===== src/pkg/ppfm_pkg.sv =====
// Shared definitions for the port pin function mux block.
// Assumes a 32-bit AXI4-Lite register bus and one system clock.
package ppfm_pkg;

  ////////////////////////////////////////////////////////////////////////////
  // Pin group carrier, one bit per pin of ports 2, 3, 6 and 12
  typedef struct packed {
    logic [2:0] clk;  // Clock / low-voltage port, three pins
    logic [1:0] bus;  // Serial-bus port, two open-drain pins
    logic [3:0] irq;  // Interrupt / timer port, four pins
    logic [3:0] ana;  // Analog-capable port, four pins
  } ppfm_pins_t;

  localparam int PIN_W = 13;  // Width of the pin carrier
  localparam int IRQ_N = 6;   // External interrupt inputs zero to five

  ////////////////////////////////////////////////////////////////////////////
  // Register byte offsets
  localparam logic [7:0] OFS_MODE   = 8'h00;  // Control-mode select per pin
  localparam logic [7:0] OFS_DIR    = 8'h04;  // Direction, one means input
  localparam logic [7:0] OFS_OUT    = 8'h08;  // Output latch
  localparam logic [7:0] OFS_PULL   = 8'h0C;  // Pull-up select
  localparam logic [7:0] OFS_LEVEL  = 8'h10;  // Pin levels, read only
  localparam logic [7:0] OFS_EDGE   = 8'h14;  // Valid edge, two bits per input
  localparam logic [7:0] OFS_STATUS = 8'h18;  // Sticky interrupt flags, W1C
  localparam logic [7:0] OFS_MASK   = 8'h1C;  // Interrupt enable mask
  localparam logic [7:0] OFS_DRV    = 8'h20;  // Driver section state, read only

  ////////////////////////////////////////////////////////////////////////////
  // Reset values and fixed masks
  localparam logic [12:0] MODE_RST  = 13'h000F;  // Analog port in analog mode
  localparam logic [12:0] DIR_RST   = 13'h1FFF;  // Every pin an input
  localparam logic [12:0] OUT_RST   = 13'h0000;  // Output latch cleared
  localparam logic [12:0] PULL_RST  = 13'h0000;  // No pull-up
  localparam logic [12:0] PULL_MASK = 13'h04F0;  // Interrupt port and clock pin 0
  localparam logic [11:0] EDGE_RST  = 12'h000;   // No valid edge

  // Valid edge codes; bit 0 rising, bit 1 falling
  localparam logic [1:0] EDGE_NONE = 2'h0;
  localparam logic [1:0] EDGE_RISE = 2'h1;
  localparam logic [1:0] EDGE_FALL = 2'h2;
  localparam logic [1:0] EDGE_BOTH = 2'h3;

  // Driver status bit positions
  localparam int DRV_RUN   = 0;
  localparam int DRV_ALERT = 1;
  localparam int DRV_BUCK  = 2;

  // AXI responses
  localparam logic [1:0] RESP_OKAY   = 2'h0;
  localparam logic [1:0] RESP_SLVERR = 2'h2;

endpackage


===== src/design/ppfm_sync.sv =====
// Three-stage input synchroniser with agreement filter.
// Assumes asynchronous pin levels; output changes once stages two and three agree.
`timescale 1ns/1ps
module ppfm_sync #(
  parameter int           W    = 1,
  parameter logic [W-1:0] INIT = '0
) (
  // Clock and reset
  input  wire logic         clk_i,
  input  wire logic         reset_i,
  // Levels
  input  wire logic [W-1:0] async_i,
  output logic      [W-1:0] stable_o
);

  logic [W-1:0] s1_q;  // First stage, read only by the second
  logic [W-1:0] s2_q;  // Second stage
  logic [W-1:0] s3_q;  // Third stage

  ////////////////////////////////////////////////////////////////////////////
  // Shift chain
  always_ff @(posedge clk_i) begin
    if (reset_i) begin
      s1_q <= INIT;
      s2_q <= INIT;
      s3_q <= INIT;
    end else begin
      s1_q <= async_i;
      s2_q <= s1_q;
      s3_q <= s2_q;
    end
  end

  ////////////////////////////////////////////////////////////////////////////
  // Accept a bit only where stages two and three agree
  always_ff @(posedge clk_i) begin
    if (reset_i) begin
      stable_o <= INIT;
    end else begin
      stable_o <= (s2_q & s3_q) | (stable_o & (s2_q ^ s3_q));
    end
  end

endmodule


===== src/design/ppfm_edge.sv =====
// Selectable edge detector for a group of interrupt inputs.
// Assumes filtered levels on the same clock; pulse is combinational.
`timescale 1ns/1ps
module ppfm_edge #(
  parameter int N = 6
) (
  // Clock and reset
  input  wire logic           clk_i,
  input  wire logic           reset_i,
  // Levels and edge choice
  input  wire logic [N-1:0]   level_i,
  input  wire logic [2*N-1:0] sel_i,
  // One-cycle detection pulses
  output logic      [N-1:0]   pulse_o
);

  logic [N-1:0] prev_q;  // Level one cycle ago

  ////////////////////////////////////////////////////////////////////////////
  // Previous level
  always_ff @(posedge clk_i) begin
    if (reset_i) begin
      prev_q <= '0;
    end else begin
      prev_q <= level_i;
    end
  end

  ////////////////////////////////////////////////////////////////////////////
  // Rising uses select bit 0, falling select bit 1
  always_comb begin
    for (int i = 0; i < N; i++) begin
      pulse_o[i] = (level_i[i] & ~prev_q[i] & sel_i[2*i]) |
                   (~level_i[i] & prev_q[i] & sel_i[2*i+1]);
    end
  end

endmodule


===== src/design/ppfm_top.sv =====
// Pin function mux for ports 2, 3, 6, 12 and the driver section links.
// Assumes an AXI4-Lite master, pad cells outside and port 0/1 logic on clk_i.
//
// Behaviour
// - Each pin chooses port or control function
// - Direction bit per pin sets input/output
// - Ports are four, four, two, three bits
// - Pull-ups on interrupt port, clock pin zero
// - Analog port starts in analog mode
// - Interrupt inputs detect chosen rising/falling/both edges
// - Serial-bus pins only ever pull low
// - Clock pin zero senses low-voltage level
// - Active-low reset pin resets the ports
// - Port0 bit1 pin drives driver enable
// - Dim inputs follow port3.3, port1.5/6/7
// - Dim pins stay usable as ordinary pins
// - Thermal event raises alert, stops driver
// - Alert feeds port3 bit0 and interrupt one
// - Mode low boost, mode high buck
`timescale 1ns/1ps
module ppfm_top #(
  parameter int ADDR_W = 8
) (
  // Clock and reset
  input  wire logic                clk_i,
  input  wire logic                reset_i,
  input  wire logic                sys_reset_n_i,
  // AXI4-Lite write address and data
  input  wire logic [ADDR_W-1:0]   s_awaddr_i,
  input  wire logic                s_awvalid_i,
  output logic                     s_awready_o,
  input  wire logic [31:0]         s_wdata_i,
  input  wire logic [3:0]          s_wstrb_i,
  input  wire logic                s_wvalid_i,
  output logic                     s_wready_o,
  // AXI4-Lite write response
  output logic [1:0]               s_bresp_o,
  output logic                     s_bvalid_o,
  input  wire logic                s_bready_i,
  // AXI4-Lite read
  input  wire logic [ADDR_W-1:0]   s_araddr_i,
  input  wire logic                s_arvalid_i,
  output logic                     s_arready_o,
  output logic [31:0]              s_rdata_o,
  output logic [1:0]               s_rresp_o,
  output logic                     s_rvalid_o,
  input  wire logic                s_rready_i,
  // Pads
  input  wire ppfm_pkg::ppfm_pins_t pad_in_i,
  output ppfm_pkg::ppfm_pins_t     pad_out_o,
  output ppfm_pkg::ppfm_pins_t     pad_oe_o,
  output ppfm_pkg::ppfm_pins_t     pad_pull_o,
  output logic [3:0]               analog_en_o,
  // Peripheral side
  input  wire logic                timer51_out_i,
  input  wire logic [1:0]          bus_drive_low_i,
  input  wire logic                port0_bit1_pin_i,
  input  wire logic [2:0]          port1_dim_pins_i,
  output ppfm_pkg::ppfm_pins_t     pin_level_o,
  output logic                     low_voltage_sense_o,
  output logic                     irq_o,
  // Driver section
  input  wire logic                thermal_trip_i,
  input  wire logic                mode_select_i,
  output logic                     drv_enable_o,
  output logic [3:0]               dim_o,
  output logic                     thermal_alert_o,
  output logic                     driver_run_o,
  output logic                     buck_mode_o
);

  ////////////////////////////////////////////////////////////////////////////
  // Declarations
  ppfm_pkg::ppfm_pins_t mode_q;      // One selects control function
  ppfm_pkg::ppfm_pins_t dir_q;       // One selects input
  ppfm_pkg::ppfm_pins_t out_q;       // Output latch
  ppfm_pkg::ppfm_pins_t pull_q;      // Pull-up select
  logic [11:0]          edge_q;      // Valid edge choices
  logic [5:0]           status_q;    // Sticky interrupt flags
  logic [5:0]           mask_q;      // Interrupt mask
  logic [15:0]          sync_w;      // Filtered pin levels
  ppfm_pkg::ppfm_pins_t pad_s;       // Filtered pad levels
  logic                 rst_pin_s;   // Filtered reset pin
  logic                 trip_s;      // Filtered thermal trip
  logic                 mode_s;      // Filtered mode select
  logic                 port_rst;    // Port state reset
  ppfm_pkg::ppfm_pins_t oe_d;        // Next output enables
  ppfm_pkg::ppfm_pins_t out_d;       // Next output values
  ppfm_pkg::ppfm_pins_t level_d;     // Next digital input view
  logic [5:0]           ext_lvl;     // Interrupt input levels
  logic [5:0]           ext_en;      // Interrupt inputs in use
  logic [5:0]           ext_pulse;   // Raw detected edges
  logic [5:0]           ext_hit;     // Edges on enabled inputs
  logic                 dim0_now;    // Level on port3 bit3

  // Bus slave state
  logic [ADDR_W-1:0]    awaddr_q;    // Captured write address
  logic                 aw_have_q;   // Write address held
  logic [31:0]          wdata_q;     // Captured write data
  logic [3:0]           wstrb_q;     // Captured byte strobes
  logic                 w_have_q;    // Write data held
  logic                 wr_fire;     // Write performed this cycle
  logic                 wr_ok;       // Write address mapped
  logic [31:0]          rd_word;     // Read mux result
  logic                 rd_ok;       // Read address mapped
  logic [15:0]          m_mode;      // Strobe-merged write values
  logic [15:0]          m_dir;
  logic [15:0]          m_out;
  logic [15:0]          m_pull;
  logic [15:0]          m_edge;
  logic [15:0]          m_mask;

  // Byte-strobe merge of the low half word
  function automatic logic [15:0] merge16(input logic [15:0] old,
                                          input logic [31:0] d,
                                          input logic [3:0]  s);
    merge16 = {s[1] ? d[15:8] : old[15:8], s[0] ? d[7:0] : old[7:0]};
  endfunction

  // Word-aligned offset compare
  function automatic logic hit(input logic [ADDR_W-1:0] a, input logic [7:0] ofs);
    hit = (a[7:2] == ofs[7:2]);
  endfunction

  ////////////////////////////////////////////////////////////////////////////
  // Pin filtering
  ppfm_sync #(
    .W    (16),
    .INIT (16'h2000)
  ) u_sync (
    .clk_i    (clk_i),
    .reset_i  (reset_i),
    .async_i  ({mode_select_i, thermal_trip_i, sys_reset_n_i, pad_in_i}),
    .stable_o (sync_w)
  );

  assign pad_s     = sync_w[12:0];
  assign rst_pin_s = sync_w[13];
  assign trip_s    = sync_w[14];
  assign mode_s    = sync_w[15];
  // Low on the reset pin holds the port state in reset
  assign port_rst  = reset_i | ~rst_pin_s;

  ////////////////////////////////////////////////////////////////////////////
  // Bus slave: write address channel
  assign wr_fire = aw_have_q & w_have_q & ~s_bvalid_o;

  always_ff @(posedge clk_i) begin
    if (reset_i) begin
      s_awready_o <= 1'b1;
      aw_have_q   <= 1'b0;
      awaddr_q    <= '0;
    end else begin
      if (s_awvalid_i && s_awready_o) begin
        awaddr_q    <= s_awaddr_i;
        aw_have_q   <= 1'b1;
        s_awready_o <= 1'b0;
      end
      if (wr_fire) begin
        aw_have_q <= 1'b0;
      end
      if (s_bvalid_o && s_bready_i) begin
        s_awready_o <= 1'b1;
      end
    end
  end

  // Write data channel
  always_ff @(posedge clk_i) begin
    if (reset_i) begin
      s_wready_o <= 1'b1;
      w_have_q   <= 1'b0;
      wdata_q    <= '0;
      wstrb_q    <= '0;
    end else begin
      if (s_wvalid_i && s_wready_o) begin
        wdata_q    <= s_wdata_i;
        wstrb_q    <= s_wstrb_i;
        w_have_q   <= 1'b1;
        s_wready_o <= 1'b0;
      end
      if (wr_fire) begin
        w_have_q <= 1'b0;
      end
      if (s_bvalid_o && s_bready_i) begin
        s_wready_o <= 1'b1;
      end
    end
  end

  // Write response; read-only offsets answer OKAY and ignore data
  assign wr_ok = hit(awaddr_q, ppfm_pkg::OFS_MODE) | hit(awaddr_q, ppfm_pkg::OFS_DIR) |
                 hit(awaddr_q, ppfm_pkg::OFS_OUT) | hit(awaddr_q, ppfm_pkg::OFS_PULL) |
                 hit(awaddr_q, ppfm_pkg::OFS_LEVEL) | hit(awaddr_q, ppfm_pkg::OFS_EDGE) |
                 hit(awaddr_q, ppfm_pkg::OFS_STATUS) | hit(awaddr_q, ppfm_pkg::OFS_MASK) |
                 hit(awaddr_q, ppfm_pkg::OFS_DRV);

  always_ff @(posedge clk_i) begin
    if (reset_i) begin
      s_bvalid_o <= 1'b0;
      s_bresp_o  <= ppfm_pkg::RESP_OKAY;
    end else if (wr_fire) begin
      s_bvalid_o <= 1'b1;
      s_bresp_o  <= wr_ok ? ppfm_pkg::RESP_OKAY : ppfm_pkg::RESP_SLVERR;
    end else if (s_bready_i) begin
      s_bvalid_o <= 1'b0;
    end
  end

  ////////////////////////////////////////////////////////////////////////////
  // Read mux
  always_comb begin
    rd_word = 32'h0000_0000;
    rd_ok   = 1'b1;
    if (hit(s_araddr_i, ppfm_pkg::OFS_MODE)) begin
      rd_word = {19'h00000, mode_q};
    end else if (hit(s_araddr_i, ppfm_pkg::OFS_DIR)) begin
      rd_word = {19'h00000, dir_q};
    end else if (hit(s_araddr_i, ppfm_pkg::OFS_OUT)) begin
      rd_word = {19'h00000, out_q};
    end else if (hit(s_araddr_i, ppfm_pkg::OFS_PULL)) begin
      rd_word = {19'h00000, pull_q};
    end else if (hit(s_araddr_i, ppfm_pkg::OFS_LEVEL)) begin
      rd_word = {19'h00000, pin_level_o};
    end else if (hit(s_araddr_i, ppfm_pkg::OFS_EDGE)) begin
      rd_word = {20'h00000, edge_q};
    end else if (hit(s_araddr_i, ppfm_pkg::OFS_STATUS)) begin
      rd_word = {26'h0000000, status_q};
    end else if (hit(s_araddr_i, ppfm_pkg::OFS_MASK)) begin
      rd_word = {26'h0000000, mask_q};
    end else if (hit(s_araddr_i, ppfm_pkg::OFS_DRV)) begin
      rd_word = {29'h00000000, buck_mode_o, thermal_alert_o, driver_run_o};
    end else begin
      rd_ok = 1'b0;  // Unmapped
    end
  end

  // Read channel, one word in flight
  always_ff @(posedge clk_i) begin
    if (reset_i) begin
      s_arready_o <= 1'b1;
      s_rvalid_o  <= 1'b0;
      s_rdata_o   <= '0;
      s_rresp_o   <= ppfm_pkg::RESP_OKAY;
    end else if (s_arvalid_i && s_arready_o) begin
      s_arready_o <= 1'b0;
      s_rvalid_o  <= 1'b1;
      s_rdata_o   <= rd_word;
      s_rresp_o   <= rd_ok ? ppfm_pkg::RESP_OKAY : ppfm_pkg::RESP_SLVERR;
    end else if (s_rvalid_o && s_rready_i) begin
      s_rvalid_o  <= 1'b0;
      s_arready_o <= 1'b1;
    end
  end

  ////////////////////////////////////////////////////////////////////////////
  // Port configuration registers
  assign m_mode = merge16({3'h0, mode_q}, wdata_q, wstrb_q);
  assign m_dir  = merge16({3'h0, dir_q}, wdata_q, wstrb_q);
  assign m_out  = merge16({3'h0, out_q}, wdata_q, wstrb_q);
  assign m_pull = merge16({3'h0, pull_q}, wdata_q, wstrb_q);
  assign m_edge = merge16({4'h0, edge_q}, wdata_q, wstrb_q);
  assign m_mask = merge16({10'h000, mask_q}, wdata_q, wstrb_q);

  always_ff @(posedge clk_i) begin
    if (port_rst) begin
      mode_q <= ppfm_pkg::MODE_RST;
      dir_q  <= ppfm_pkg::DIR_RST;
      out_q  <= ppfm_pkg::OUT_RST;
      pull_q <= ppfm_pkg::PULL_RST;
      edge_q <= ppfm_pkg::EDGE_RST;
      mask_q <= '0;
    end else if (wr_fire) begin
      // Per-pin function choice
      if (hit(awaddr_q, ppfm_pkg::OFS_MODE)) begin
        mode_q <= m_mode[12:0];
      end
      // Per-pin direction
      if (hit(awaddr_q, ppfm_pkg::OFS_DIR)) begin
        dir_q <= m_dir[12:0];
      end
      if (hit(awaddr_q, ppfm_pkg::OFS_OUT)) begin
        out_q <= m_out[12:0];
      end
      // Bits without a pull-up stay zero
      if (hit(awaddr_q, ppfm_pkg::OFS_PULL)) begin
        pull_q <= m_pull[12:0] & ppfm_pkg::PULL_MASK;
      end
      if (hit(awaddr_q, ppfm_pkg::OFS_EDGE)) begin
        edge_q <= m_edge[11:0];
      end
      if (hit(awaddr_q, ppfm_pkg::OFS_MASK)) begin
        mask_q <= m_mask[5:0];
      end
    end
  end

  ////////////////////////////////////////////////////////////////////////////
  // Pad drive per port
  always_comb begin
    // Analog port: digital output only in port mode
    oe_d.ana  = ~mode_q.ana & ~dir_q.ana;
    out_d.ana = out_q.ana;
    // Interrupt port: bit 3 carries the timer output in control mode
    oe_d.irq  = mode_q.irq & 4'h8 | ~mode_q.irq & 4'hF;
    oe_d.irq  = oe_d.irq & ~dir_q.irq;
    out_d.irq = {mode_q.irq[3] ? timer51_out_i : out_q.irq[3], out_q.irq[2:0]};
    // Serial-bus port: drive low only, never high
    oe_d.bus  = mode_q.bus & bus_drive_low_i | ~mode_q.bus & ~dir_q.bus & ~out_q.bus;
    out_d.bus = 2'h0;
    // Clock port: control functions are inputs
    oe_d.clk  = ~mode_q.clk & ~dir_q.clk;
    out_d.clk = out_q.clk;
  end

  // Digital input view; analog-mode pins read zero, alert shares port3 bit0
  always_comb begin
    level_d        = pad_s;
    level_d.ana    = pad_s.ana & ~mode_q.ana;
    level_d.irq[0] = pad_s.irq[0] | thermal_alert_o;
  end

  // Pad outputs and peripheral view, all registered
  always_ff @(posedge clk_i) begin
    if (port_rst) begin
      pad_oe_o    <= '0;
      pad_out_o   <= '0;
      pad_pull_o  <= '0;
      analog_en_o <= 4'hF;
      pin_level_o <= '0;
    end else begin
      pad_oe_o    <= oe_d;
      pad_out_o   <= out_d;
      pad_pull_o  <= pull_q & dir_q;
      analog_en_o <= mode_q.ana;
      pin_level_o <= level_d;
    end
  end

  // Low-voltage sense path on clock pin zero in control mode
  always_ff @(posedge clk_i) begin
    if (port_rst) begin
      low_voltage_sense_o <= 1'b0;
    end else begin
      low_voltage_sense_o <= mode_q.clk[0] & pad_s.clk[0];
    end
  end

  ////////////////////////////////////////////////////////////////////////////
  // External interrupt inputs
  assign ext_lvl = {port1_dim_pins_i[1], level_d.irq, pad_s.clk[0]};
  assign ext_en  = {1'b1, mode_q.irq, mode_q.clk[0]};

  ppfm_edge #(
    .N (ppfm_pkg::IRQ_N)
  ) u_edge (
    .clk_i   (clk_i),
    .reset_i (port_rst),
    .level_i (ext_lvl),
    .sel_i   (edge_q),
    .pulse_o (ext_pulse)
  );

  assign ext_hit = ext_pulse & ext_en;

  // Sticky flags, set wins over a clear in the same cycle
  always_ff @(posedge clk_i) begin
    if (port_rst) begin
      status_q <= '0;
    end else if (wr_fire && hit(awaddr_q, ppfm_pkg::OFS_STATUS) && wstrb_q[0]) begin
      status_q <= (status_q & ~wdata_q[5:0]) | ext_hit;
    end else begin
      status_q <= status_q | ext_hit;
    end
  end

  // Level interrupt from unmasked flags
  always_ff @(posedge clk_i) begin
    if (port_rst) begin
      irq_o <= 1'b0;
    end else begin
      irq_o <= |(status_q & mask_q);
    end
  end

  ////////////////////////////////////////////////////////////////////////////
  // Driver section links
  // Dim 0 sees the resolved port3 bit3 level; the pin keeps its own uses
  assign dim0_now = oe_d.irq[3] ? out_d.irq[3] : pad_s.irq[3];

  always_ff @(posedge clk_i) begin
    if (port_rst) begin
      drv_enable_o    <= 1'b0;
      dim_o           <= 4'h0;
      thermal_alert_o <= 1'b0;
      driver_run_o    <= 1'b0;
      buck_mode_o     <= 1'b0;
    end else begin
      drv_enable_o    <= port0_bit1_pin_i;
      dim_o           <= {port1_dim_pins_i, dim0_now};
      thermal_alert_o <= trip_s;
      driver_run_o    <= port0_bit1_pin_i & ~trip_s;
      buck_mode_o     <= mode_s;
    end
  end
endmodule


===== config.mk =====
export PLATFORM = sky130hd
export DESIGN_NAME = ppfm_top
export DESIGN_NICKNAME = d
export VERILOG_FILES = /design/src/pkg/ppfm_pkg.sv /design/src/design/ppfm_sync.sv /design/src/design/ppfm_edge.sv /design/src/design/ppfm_top.sv
export SDC_FILE = /design/constraint.sdc
export NUM_CORES = 1
export LEC_CHECK = 0
export BUFFER_PORTS_ARGS = -buffer_cell sky130_fd_sc_hd__buf_4
export CAP_MARGIN = 10
export CORE_UTILIZATION = 30
export DETAILED_ROUTE_END_ITERATION = 10
export GPL_TIMING_DRIVEN = 1
export PLACE_DENSITY = 0.5
export SYNTH_ARGS = -nofsm -noshare
export SYNTH_HDL_FRONTEND = slang
export SYNTH_SLANG_ARGS = --single-unit

===== constraint.sdc =====
create_clock -name clk_i -period 2.4 [get_ports clk_i]
set_clock_uncertainty 0.05 [all_clocks]
set_input_delay 0.24 -clock clk_i [delete_from_list [all_inputs] [get_ports clk_i]]
set_output_delay 0.24 -clock clk_i [all_outputs]
set_load 0.02 [all_outputs]

==> flow_summary.toml <==
[finish]
fillers = 2874
drive_gt1_share_pct = 18.7
fin_nets = 1215
final_common_cell = "dfxtp_1"
layout_common_cells = "231 x dfxtp_1, 148 x buf_4, 103 x nand2_1, 86 x nor2_1, 72 x a21oi_1"
area_growth_pct = 30.2
diodes = 0

[power_and_ir_drop]
leakage_nw = 4.73
switchingPower_mw = 1.94
p_seq_share_pct = 46.9
p_int_mw = 6.54
clock_power_share_pct = 46.4
swShare_pct = 22.9
vdd_drop_max_v = 0.000469
p_comb_share_pct = 6.7
power_density_nw_per_um2 = 748

[place]
detailedPlacementHpwl_um = 16400
portBuffers = 132
routabilityCongestion = 0.809

[synth]
seq_area_frac_synth_pct = 53.1
synth_edf_count = 0
synth_top_flop_cell = "dfxtp_1"
yosysTopAreaCellShare_pct = 53.1
async_reset_ff_share_pct = 0
ys_warn_count = 0
ys_ff_latch = 231
syn_area_per_cell_um2 = 9.21
yosys.area.top_type = "dfxtp_1"
synthTopCellsByArea = "dfxtp_1 53%, nand2_1 4.4%, a21oi_1 4.1%, mux2i_1 3.8%, nor2_1 3.7%"
netlist_instances = 945
syn-cell-area_um2 = 8700
synth.distinct_cells = 55

[clock_network]
clk_path_buf_depth = 3
path_clk_slew_ns = 0.06
numCtsBuffers = 26
worstSkewPairLatency_ns = 0.53
htree_levels = 1
clock-sinks = 231
cts_root_buffer = "clkbuf_16"
cts_tree = "done"

[critical_path]
crit_slowest_cell = "buf_4"
path_class = "primary input to flip-flop"
end_kind = "flip-flop"
startpoint_type = "primary input"
critical_path.cell_chain = "dlygate4sd3_1 > buf_4 > buf_4 > a21oi_1 > o21ai_0 > dlygate4sd3_1"
max_stage_delay_ns = 0.64
crit_fanout = 75
regToRegSetupSlack_ns = 0.42
cp.arrival_ns = 2.48
worst_ep_required_time_ns = 2.81

[timing]
grt_setup_unrepaired = "false"
post-route-period-util_pct = 86.1
tns_ns = 0
drv_slew = 0
hold_viol_final = 0
max-slew-margin-rel_pct = 45.5
fin_crit_ns = 2.07
worst_pin_slew_ns = 0.817
holdWs_ns = 0.125
clock.fmax_ghz = 0.484
setup_violations = 0

[global_route]
grt_pass1_vias = 6554
antenna_found_initial = 0
overflow = 0
grt_start_max_net_pins = 76
grt_pass1_wl_um = 36500
grt_use_total_pct = 16.0

[routing]
drtIter0Drc = 449
avgViaCountPerCell = 4.54
antenna_left = 0
routed_wl_um = 23700
route.detailed.drc = 0
drtPass1Iterations = 5
vias = 6863
wire_per_inst_um = 15.7

[floorplanning]
dieArea_um2 = 29700
start_util_pct = 30.9
die_h_um = 172
std_cell_rows = 61
die_w_um = 172
boundaryPins = 189
fp.coreArea_um2 = 28200

[flow_run]
cap_violations = 0

[status]
status = "completed"

[min_path]
hp-class = "primary input to flip-flop"
per-layer routing:
metal | up-vias | wire, µm | track usage [%]
met5 | - | 0 | 0
met4 | 0 | 347 | 3.69
met3 | 27 | 1520 | 3.36
met2 | 171 | 10900 | 26.7
met1 | 3200 | 10900 | 21.0
li1 | 3465 | - | -
worst paths after layout:
path / from / depth (start not counted) / endpoint
worst max register to register: s_bvalid_o$_SDFFE_PP0P_ / 5 / mode_q[1]$_SDFFE_PP1P_
worst max-delay path: reset_i / 6 / s_wready_o$_SDFFE_PP1P_
worst min register to register: dir_q[1]$_SDFFE_PP1P_ / 1 / pad_oe_o[1]$_SDFF_PP0_
worst min-delay path: s_araddr_i[6] / 5 / s_rresp_o[1]$_SDFFE_PP0P_
synthesized netlist by cell type, types with 3 or more instances:
master,n
buf_6,4
and3_1,6
a22oi_1,9
and2_1,18
buf_4,31
buf_2,12
a211oi_1,4
dfxtp_1,231
a31oi_1,4
nand2b_1,12
o31a_1,3
nor2_1,86
inv_1,30
o21ai_1,7
a21boi_0,3
o22a_1,3
nor2b_1,49
nand3b_1,5
clkbuf_1,36
nand3_1,38
mux2i_1,33
a21oi_1,72
ha_1,16
nand2_1,103
a221oi_1,3
nand4_1,4
buf_1,4
a21o_1,5
o21ai_0,51
o211ai_1,6
mux4_2,4
nor3_1,21
o22ai_1,3
or2_2,3
repair_timing:
action | 4_1_cts | 5_1_grt
hold endpoints to repair | 50 | 0
setup buffers | 0 | 0
gates resized for setup | 0 | 0
hold buffers | 53 | 0
power groups by stage:
stage                     logic [mW]  clock network (mW)  registers (mW)
after floorplan                0.337                   0            4.04
after detailed placement       0.502                   0            4.06
after CTS                      0.574                4.04            3.98
after global placement         0.500                   0            4.06
final                          0.570                3.93            3.98
after global routing           0.626                4.19            3.98
stage by stage:
| stage | setup slack (ns) | cells | utilization [%] | instance area (µm²) | total power, mW |
|---|---|---|---|---|---|
| final | 0.334 | 1512 | 40.2 | 11300 | 8.48 |
| after global routing | 0.154 | 1512 | 40.2 | 11300 | 8.80 |
| after CTS | 0.366 | 1512 | 40.2 | 11300 | 8.60 |
| after detailed placement | 0.381 | 1414 | 35.3 | 9950 | 4.56 |
| after global placement | 0.416 | 1414 | 35.3 | 9950 | 4.56 |
| after floorplan | 0.583 | 975 | - | 8810 | 4.38 |
cell type report:
cell class                 count  area, µm²  share of cell area [%]
clock inverter                 9       97.6                   0.862
clock buffer                  36        749                    6.62
timing repair buffer         203       1680                    14.8
tap                          378        473                    4.18
multi-input combinational    624       3580                    31.6
sequential                   231       4620                    40.8
inverter                      31        116                    1.03
sequential cells by signal, indices dropped and copies added (netlist names), 8 cells and up:
register / flops
u_sync.s1_q: 16
u_sync.s2_q: 16
u_sync.s3_q: 16
u_sync.stable_o: 16
dir_q: 13
pad_oe_o: 13
s_rdata_o: 13
wdata_q: 13
edge_q: 12
pin_level_o: 12
pad_out_o: 11
out_d: 10
mode_q: 8
cell families after synthesis:
kind of cell | after synthesis | synth area share (%)
AOI/OAI and AO/OA | 179 | 11.9
adders and majority gates | 16 | 2.30
buffers and inverters | 120 | 7.06
DFF | 231 | 53.1
muxes | 39 | 5.09
other | 1 | 0.0431
and+or+nand+nor | 359 | 20.5
critical path: cells and delay by family:
family                 cells  cell delay [ns]
buffers and inverters      4             1.91
AOI/OAI and AO/OA          2             0.26
(Power assumes the default switching activity.)
